$ cat src/rtirq_map.svh
// register offsets, field positions and reset values of the irq block
`ifndef RTIRQ_MAP_SVH
`define RTIRQ_MAP_SVH
`define RTIRQ_VS_STAT_ADDR 8'h0E
`define RTIRQ_VS_MASK_ADDR 8'h0F
`define RTIRQ_VS_SENSE_ADDR 8'h10
`define RTIRQ_LR_STAT_ADDR 8'h18
`define RTIRQ_LR_MASK_ADDR 8'h19
`define RTIRQ_LR_SENSE_ADDR 8'h1A
`define RTIRQ_TP_STAT_ADDR 8'h20
`define RTIRQ_TP_MASK_ADDR 8'h21
`define RTIRQ_TP_SENSE_ADDR 8'h22
`define RTIRQ_VS_BITS 8'h03
`define RTIRQ_LR_BITS 8'h07
`define RTIRQ_TP_BITS 8'h05
`define RTIRQ_TP_LOW_POS 0
`define RTIRQ_TP_HIGH_POS 2
`define RTIRQ_STAT_RST 8'h00
`define RTIRQ_MASK_RST 8'hFF
`define RTIRQ_SENSE_RST 8'h00
`endif

$ cat src/rtirq_pkg.sv
// types shared by the irq block
package rtirq_pkg;
   // one register access from the host
   typedef struct packed {
      logic rd;
      logic wr;
      logic [7:0] addr;
      logic [7:0] wdata;
   } rtirq_acc_s;
   // live conditions from the analog side
   typedef struct packed {
      logic [1:0] buck_ramp;
      logic [2:0] linreg_fault;
      logic temp_above_low;
      logic temp_above_high;
   } rtirq_live_s;
   typedef logic [7:0] rtirq_byte_t;
endpackage : rtirq_pkg

$ cat src/rtirq_regs.sv
// interrupt status, mask and sense registers of the regulator block
`timescale 1ns/10ps
`include "rtirq_map.svh"
module rtirq_regs (
   input wire logic sys_clk_in,
   input wire logic arst_n_in,
   input wire rtirq_pkg::rtirq_acc_s acc_in,
   input wire rtirq_pkg::rtirq_live_s live_in,
   output rtirq_pkg::rtirq_byte_t rdata_out,
   output logic irq_out_n
);
   import rtirq_pkg::*;

   // ======================================================
   // live sense capture
   rtirq_byte_t vs_sense_reg, lr_sense_reg, tp_sense_reg;
   rtirq_byte_t vs_sense_next, lr_sense_next, tp_sense_next;
   assign vs_sense_next = {6'h00, live_in.buck_ramp};
   assign lr_sense_next = {5'h00, live_in.linreg_fault};
   assign tp_sense_next = {5'h00, live_in.temp_above_high, 1'b0,
                           live_in.temp_above_low};

   // ======================================================
   // event detection
   // ramp done is the falling edge of the ramp busy sense
   wire rtirq_byte_t vs_evt = vs_sense_reg & ~vs_sense_next
                              & `RTIRQ_VS_BITS;
   // fault entry is the rising edge of the live fault
   wire rtirq_byte_t lr_evt = lr_sense_next & ~lr_sense_reg
                              & `RTIRQ_LR_BITS;
   // both directions count; bit 1 never sets
   wire rtirq_byte_t tp_evt = (tp_sense_next ^ tp_sense_reg)
                              & `RTIRQ_TP_BITS;

   // ======================================================
   // address decode
   function automatic logic hit(input rtirq_acc_s a, input logic [7:0] ad);
      hit = a.addr == ad;
   endfunction : hit
   wire logic rd_vs_stat = acc_in.rd && hit(acc_in, `RTIRQ_VS_STAT_ADDR);
   wire logic rd_lr_stat = acc_in.rd && hit(acc_in, `RTIRQ_LR_STAT_ADDR);
   wire logic rd_tp_stat = acc_in.rd && hit(acc_in, `RTIRQ_TP_STAT_ADDR);
   wire logic wr_vs_stat = acc_in.wr && hit(acc_in, `RTIRQ_VS_STAT_ADDR);
   wire logic wr_lr_stat = acc_in.wr && hit(acc_in, `RTIRQ_LR_STAT_ADDR);
   wire logic wr_tp_stat = acc_in.wr && hit(acc_in, `RTIRQ_TP_STAT_ADDR);
   wire logic wr_vs_mask = acc_in.wr && hit(acc_in, `RTIRQ_VS_MASK_ADDR);
   wire logic wr_lr_mask = acc_in.wr && hit(acc_in, `RTIRQ_LR_MASK_ADDR);
   wire logic wr_tp_mask = acc_in.wr && hit(acc_in, `RTIRQ_TP_MASK_ADDR);

   // ======================================================
   // sticky status; a new event wins over a clear in the same cycle
   rtirq_byte_t vs_stat_reg, lr_stat_reg, tp_stat_reg;
   rtirq_byte_t vs_stat_next, lr_stat_next, tp_stat_next;
   rtirq_byte_t vs_clr, lr_clr, tp_clr;
   function automatic rtirq_byte_t clr_of(input logic rd, input logic wr,
         input rtirq_byte_t wd);
      clr_of = rd ? 8'hFF : (wr ? wd : 8'h00);
   endfunction : clr_of
   assign vs_clr = clr_of(rd_vs_stat, wr_vs_stat, acc_in.wdata);
   assign lr_clr = clr_of(rd_lr_stat, wr_lr_stat, acc_in.wdata);
   assign tp_clr = clr_of(rd_tp_stat, wr_tp_stat, acc_in.wdata);
   assign vs_stat_next = (vs_stat_reg & ~vs_clr) | vs_evt;
   assign lr_stat_next = (lr_stat_reg & ~lr_clr) | lr_evt;
   assign tp_stat_next = (tp_stat_reg & ~tp_clr) | tp_evt;

   // ======================================================
   // masks; unused bits stay zero
   rtirq_byte_t vs_mask_reg, lr_mask_reg, tp_mask_reg;
   rtirq_byte_t vs_mask_next, lr_mask_next, tp_mask_next;
   assign vs_mask_next = wr_vs_mask ? (acc_in.wdata & `RTIRQ_VS_BITS)
                                    : vs_mask_reg;
   assign lr_mask_next = wr_lr_mask ? (acc_in.wdata & `RTIRQ_LR_BITS)
                                    : lr_mask_reg;
   assign tp_mask_next = wr_tp_mask ? (acc_in.wdata & `RTIRQ_TP_BITS)
                                    : tp_mask_reg;

   // ======================================================
   // interrupt pin, registered from next-state values so it tracks status
   wire logic irq_any_next = |(vs_stat_next & ~vs_mask_next)
                           | |(lr_stat_next & ~lr_mask_next)
                           | |(tp_stat_next & ~tp_mask_next);

   // ======================================================
   // read data; status read returns the value before the clear
   rtirq_byte_t rdata_next;
   always_comb begin
      case (acc_in.addr)
         `RTIRQ_VS_STAT_ADDR: rdata_next = vs_stat_reg;
         `RTIRQ_VS_MASK_ADDR: rdata_next = vs_mask_reg;
         `RTIRQ_VS_SENSE_ADDR: rdata_next = vs_sense_reg;
         `RTIRQ_LR_STAT_ADDR: rdata_next = lr_stat_reg;
         `RTIRQ_LR_MASK_ADDR: rdata_next = lr_mask_reg;
         `RTIRQ_LR_SENSE_ADDR: rdata_next = lr_sense_reg;
         `RTIRQ_TP_STAT_ADDR: rdata_next = tp_stat_reg;
         `RTIRQ_TP_MASK_ADDR: rdata_next = tp_mask_reg;
         `RTIRQ_TP_SENSE_ADDR: rdata_next = tp_sense_reg;
         default: rdata_next = 8'h00;
      endcase
   end

   // ======================================================
   // registers
   logic irq_n_reg;
   always_ff @(posedge sys_clk_in or negedge arst_n_in) begin
      if (!arst_n_in) begin
         vs_sense_reg <= `RTIRQ_SENSE_RST;
         lr_sense_reg <= `RTIRQ_SENSE_RST;
         tp_sense_reg <= `RTIRQ_SENSE_RST;
         vs_stat_reg <= `RTIRQ_STAT_RST;
         lr_stat_reg <= `RTIRQ_STAT_RST;
         tp_stat_reg <= `RTIRQ_STAT_RST;
         vs_mask_reg <= `RTIRQ_MASK_RST & `RTIRQ_VS_BITS;
         lr_mask_reg <= `RTIRQ_MASK_RST & `RTIRQ_LR_BITS;
         tp_mask_reg <= `RTIRQ_MASK_RST & `RTIRQ_TP_BITS;
         irq_n_reg <= 1'b1;
         rdata_out <= 8'h00;
      end else begin
         vs_sense_reg <= vs_sense_next;
         lr_sense_reg <= lr_sense_next;
         tp_sense_reg <= tp_sense_next;
         vs_stat_reg <= vs_stat_next;
         lr_stat_reg <= lr_stat_next;
         tp_stat_reg <= tp_stat_next;
         vs_mask_reg <= vs_mask_next;
         lr_mask_reg <= lr_mask_next;
         tp_mask_reg <= tp_mask_next;
         irq_n_reg <= ~irq_any_next;
         rdata_out <= acc_in.rd ? rdata_next : rdata_out;
      end
   end
   assign irq_out_n = irq_n_reg;

   // ======================================================
   // checks
   wire logic unmasked = |(vs_stat_reg & ~vs_mask_reg)
                       | |(lr_stat_reg & ~lr_mask_reg)
                       | |(tp_stat_reg & ~tp_mask_reg);
endmodule : rtirq_regs

$ cat config.mk
export PLATFORM = sky130hd
export DESIGN_NAME = rtirq_regs
export DESIGN_NICKNAME = d
export VERILOG_FILES = /design/src/rtirq_pkg.sv /design/src/rtirq_regs.sv
export VERILOG_INCLUDE_DIRS = /design/src
export SDC_FILE = /design/constraint.sdc
export NUM_CORES = 1
export LEC_CHECK = 0
export BUFFER_PORTS_ARGS = -buffer_cell sky130_fd_sc_hd__buf_2
export CAP_MARGIN = 20
export CORE_MARGIN = 5
export CORE_UTILIZATION = 38
export CTS_CLUSTER_DIAMETER = 80
export DETAILED_ROUTE_END_ITERATION = 16
export GPL_TIMING_DRIVEN = 0
export PLACE_DENSITY = 0.63
export SLEW_MARGIN = 0
export SYNTH_ARGS = -nofsm -noshare
export SYNTH_HDL_FRONTEND = slang
export SYNTH_SLANG_ARGS = --single-unit
$ cat constraint.sdc
create_clock -name sys_clk_in -period 1.4 [get_ports sys_clk_in]
set_clock_uncertainty 0.05 [all_clocks]
set_input_delay 0.21 -clock sys_clk_in [delete_from_list [all_inputs] [get_ports sys_clk_in]]
set_output_delay 0.21 -clock sys_clk_in [all_outputs]
set_load 0.005 [all_outputs]
Yosys cells after proc, flatten, opt, wreduce, memory -nomap -nowiden
Cells that the tools add are included.
W data, S select, Z words.
Word-level totals
  flip-flop bits (word level): 64
  input port bits: 27
  output and inout bits: 9
Cells by class
  equal/unequal tests: 9
  multiplexer cells: 10
  bitwise logic cells: 23
  reductions and logical operators: 12
Operators by type and width (count)
  $mux W8: 9
  $pmux W8 S9: 1
  $and A8 B8 Y8: 6
  $not A8 Y8: 6
  $eq A8 B5 Y1 const B: 4
  $eq A8 B6 Y1 const B: 3
  $reduce_or A8 Y1: 3
  $eq A8 B4 Y1 const B: 2
  $or A8 B3 Y8: 2
  $logic_and A1 B1 Y1: 9
  $or A8 B2 Y8: 1
  $and A3 B3 Y3: 1
  $not A3 Y3: 1
  $xor A3 B3 Y3: 1
  $and A2 B2 Y2: 1
  $not A2 Y2: 1
  $or A1 B1 Y1: 2
  $not A1 Y1: 1

Logic depth before layout (Yosys ltp)
  depth after elaboration: 12
  depth in mapped cells: 8

Worst setup path before layout
OpenSTA, ideal clock, no wires.
  kind: input to register
  start: in acc_in[9] in the netlist's numbering
  end: reg irq_n_reg (netlist: irq_out_n)
  data arrival time: 2126 ps
  setup slack: -866 ps
  stages: 8
  buffers on the path: 2
  cell sequence: buf_6 -> or4_4 -> or3b_1 -> clkbuf_1 -> mux2i_1 -> a221oi_2 -> nand4_1 -> nor4_2
Between the ends
  word-level cells in the longest chain between the ends: 12
  elaborated cells on any way between the ends: 45
Ends and longest elaborated chain
  start: declaration: RTL line rtirq_regs.sv:7  | input wire rtirq_pkg::rtirq_acc_s acc_in,
  $eq A8 B4 Y1 or $eq A8 B5 Y1 (tied branches): RTL line rtirq_regs.sv:38  | hit = a.addr == ad;
  $logic_and A1 B1 Y1 (on tied branches): RTL line rtirq_regs.sv:43, rtirq_regs.sv:44
  $mux W8 (2 in a row): RTL line rtirq_regs.sv:57  | clr_of = rd ? 8'hFF : (wr ? wd : 8'h00);
  $not A8 Y8 (on tied branches): RTL line rtirq_regs.sv:62, rtirq_regs.sv:63
  $and A8 B8 Y8 (on tied branches): RTL line rtirq_regs.sv:62, rtirq_regs.sv:63
  $or A8 B2 Y8 or $or A8 B3 Y8 (tied branches): RTL line rtirq_regs.sv:62, rtirq_regs.sv:63
  $and A8 B8 Y8 (on tied branches): RTL line rtirq_regs.sv:79, rtirq_regs.sv:80
  $reduce_or A8 Y1 (on tied branches): RTL line rtirq_regs.sv:79, rtirq_regs.sv:80
  $or A1 B1 Y1: RTL line rtirq_regs.sv:80  | | |(lr_stat_next & ~lr_mask_next)
  $or A1 B1 Y1 (*): RTL line rtirq_regs.sv:81  | | |(tp_stat_next & ~tp_mask_next);
  $not A1 Y1 (*): RTL line rtirq_regs.sv:127  | irq_n_reg <= ~irq_any_next;
  end signal: assignment: RTL line rtirq_regs.sv:127
  end: declaration: RTL line rtirq_regs.sv:103  | logic irq_n_reg;
Every way passes the cells marked *; elsewhere a longest branch is shown, timed or not.
A chain may end at the register's enable or synchronous reset.

Worst setup path after layout
  start: in acc_in[15] in the netlist's numbering
  end: reg irq_n_reg (netlist: irq_out_n)
The elaborated chain is that of the path after synthesis.

==> qor.csv <==
stage;metric;value;unit
critical_path;crit_top_cell;buf_6;
detailed_routing;drt_wl_total;8.39;mm
min_path;hold_start;live_in[2];
pwr;irDropWorstVdd;0.000421;V
critical_path;r2r-start;tp_sense_reg[2]$_DFF_PN0_;
outcome;violations;negative setup slack;
final_layout;fin_cells;459;
final_layout;fillCellCount;670;
logic_synthesis;yosys_warnings;0;
clock_tree;clkTransAtPathRegs;70;ps
pwr;powerDensity;890;nW/µm²
pwr;power.total;3720;µW
timing;worstMarginPinSlew;791;ps
final_layout;num_antenna_cells;0;
min_path;holdPathStages;2;
logic_synthesis;yosysUniqueCellTypes;53;
logic_synthesis;ys_seq_elements;64;
logic_synthesis;seq_area_frac_synth;0.547;
critical_path;cp-start-kind;input port;
placed_design;dp_hpwl;5.86;mm
final_layout;area_delta_synth_final;42.0;%
critical_path;ff2ff_setup_slack;-110;ps
timing;maxSlewHeadroom;0.473;
critical_path;cp-end-kind;register;
logic_synthesis;ys.flop_type;dfrtp_1;
floorplanning;fp.dieW;98.0;µm
min_path;min_to;lr_stat_reg[0]$_DFF_PN0_;
clock_tree;numCtsBuffers;9;
clock_tree;clock-root-buffer;clkbuf_8;
critical_path;slowest_delay;540;ps
clock_tree;htree_levels;3;
timing;fmax;0.479;GHz
grt;overflow;0;
timing;setup_viol_count_final;29;
logic_synthesis;synth.avg_cell_area;10.6;µm²
logic_synthesis;syn_area;2940;µm²
detailed_routing;wire_per_inst;18.3;µm
placed_design;placed_cells;410;
clock_tree;tritoncts;yes;
floorplanning;fp.dieH;98.0;µm
critical_path;arrival;2310;ps
floorplanning;start_util;0.385;
critical_path;reg2reg_depth;5;
floorplanning;pin_count;36;
pwr;leakagePower;0.00192;µW
critical_path;crit_required;1620;ps
final_layout;finalNetCount;379;
detailed_routing;vias_per_cell;5.43;
placed_design;place_worst_setup_slack;-1200;ps
floorplanning;fp-row-count;32;
placed_design;place_congestion;0.834;
critical_path;slowest_stage;or4_4;
job;drv_cap;0;
critical_path;worstPathMaxFanout;3;
logic_synthesis;netlist_instances;277;
timing;rsz0062_at_grt;yes;
min_path;min_path_type;in -> reg;
grt;grt.total_usage;0.182;
detailed_routing;dr.pass1.iters;4;
critical_path;reg2reg_to;irq_out_n$_DFF_PN1_;
critical_path;cp_cell_sequence;buf_8, or4_4, or3b_4, clkbuf_16, buf_4, buf_6, buf_6, a21oi_1, a2111oi_2, nand4_1, nor4_2;
logic_synthesis;syn_nets;304;
logic_synthesis;synth_edf_count;0;
grt;grt_pass1_wl;13.7;mm
timing;setup_ws;-689;ps
critical_path;crit_family;simple AND/OR/NAND/NOR gates;
detailed_routing;drtAntennaViolNets;0;
floorplanning;coreArea;7650;µm²
grt;grt_antenna_before_repair;0;
critical_path;worst-setup-path-type;in -> reg;
clock_tree;clk_latency;340;ps
timing;fin_crit;2090;ps
timing;hold_viol_final;0;
timing;slew_violations;0;
detailed_routing;routed-via-count;2491;
clock_tree;clockBufferDepth;2;
logic_synthesis;synthArstFlopShare;1.00;
final_layout;drive_gt1_frac;0.415;
outcome;status;complete, but fails checks;
clock_tree;cts.sinks;64;
grt;grt_max_degree;65;
placed_design;port_buffers;31;
timing;fin_crit_sh;1.49;
critical_path;critPathBufInv;5;
grt;grt_pass1_vias;2708;
detailed_routing;drt_iter0_drc;128;
floorplanning;die-area;9610;µm²
detailed_routing;drc;0;
-- layout make-up --
type | instances | area [µm²] | share of cell area
Clock buffer | 13 | 159 | 0.0380
Timing Repair Buffer | 64 | 503 | 0.120
Sequential cell | 64 | 1610 | 0.386
Inverter | 28 | 105 | 0.0251
Buffer | 15 | 206 | 0.0494
Multi-Input combinational cell | 170 | 1450 | 0.347
Clock inverter | 3 | 17.5 | 0.00419
Tap cell | 102 | 128 | 0.0305
-- worst reg2reg max path: cells and delay by family (launching register included) --
kind,cells,cell delay (ps)
AOI/OAI and AO/OA,1,220
xor gates and xnor gates,1,220
DFF,1,390
and+or+nand+nor,3,540
-- layout by cell type, fill, tap and decap left out, types with 10 or more instances in the layout --
cell type / count
nor2_1: 14
a22oi_1: 10
o21a_1: 10
buf_4: 13
buf_6: 16
inv_1: 27
buf_2: 26
and2_4: 10
clkbuf_8: 12
a21oi_1: 16
dfrtp_1: 56
-- through the flow --
step,cell area (µm²),utilization,hold slack [ps],TNS [ps]
floorplan,3140,-,-136,-10840
global placement,3430,0.448,283,-35790
detailed placement,3430,0.448,283,-25990
CTS,4070,0.532,102,-6810
global route,4180,0.547,130,-8070
finish,4180,0.547,114,-6870
-- worst max path at each step --
stage	to	from	depth (start not counted)
3_3_place_gp	rdata_out[5]$_DFFE_PN0P_	acc_in[13]	6
3_5_place_dp	rdata_out[5]$_DFFE_PN0P_	acc_in[13]	6
2_1_floorplan	irq_out_n$_DFF_PN1_	acc_in[13]	8
4_1_cts	irq_out_n$_DFF_PN1_	acc_in[15]	8
5_1_grt	irq_out_n$_DFF_PN1_	acc_in[15]	8
6_report	irq_out_n$_DFF_PN1_	acc_in[15]	11
-- power breakdown --
group	switching [µW]	internal, µW
Combinational	204	153
Sequential	24.2	1900
Clock	706	735
Total	934	2790
-- Yosys cell counts (4+ instances only) --
cell | count | area share
clkbuf_1 | 10 | 0.013
o21a_1 | 10 | 0.025
nor2_1 | 19 | 0.024
a22oi_1 | 11 | 0.028
a22o_1 | 6 | 0.018
dfstp_2 | 8 | 0.071
a21oi_1 | 18 | 0.031
dfrtp_1 | 56 | 0.48
a221oi_1 | 5 | 0.015
a31oi_1 | 5 | 0.011
mux2i_1 | 7 | 0.024
and2_1 | 12 | 0.025
o21ai_1 | 4 | 0.0068
o31ai_1 | 8 | 0.020
inv_1 | 28 | 0.036
nand2_1 | 10 | 0.013
nand2b_1 | 6 | 0.013
-- timing repair --
item                                    CTS  global route
gates resized for setup                  51            25
setup buffers                            21             6
gates cloned                              0             0
endpoints found under the setup margin   28            38
hold endpoints to repair                 63             0
hold buffers                              8             0
pin swaps                                26             8
-- per-layer routing --
metal | vias to the layer above | GRT usage | wire length [µm]
met2 | 78 | 0.293 | 4070
met3 | 20 | 0.0400 | 437
li1 | 1157 | - | -
met5 | - | 0 | 0
met4 | 0 | 0.0777 | 179
met1 | 1236 | 0.236 | 3700
-- cells by family after synthesis --
group / after synthesis / share of synthesized area
AOI/OAI and AO/OA: 82 / 0.201
xor gates and xnor gates: 2 / 0.00595
buffers and inverters: 43 / 0.0637
DFF: 64 / 0.547
muxes: 8 / 0.0276
and+or+nand+nor: 78 / 0.155
Note: power is estimated with default switching activity, not from simulation.
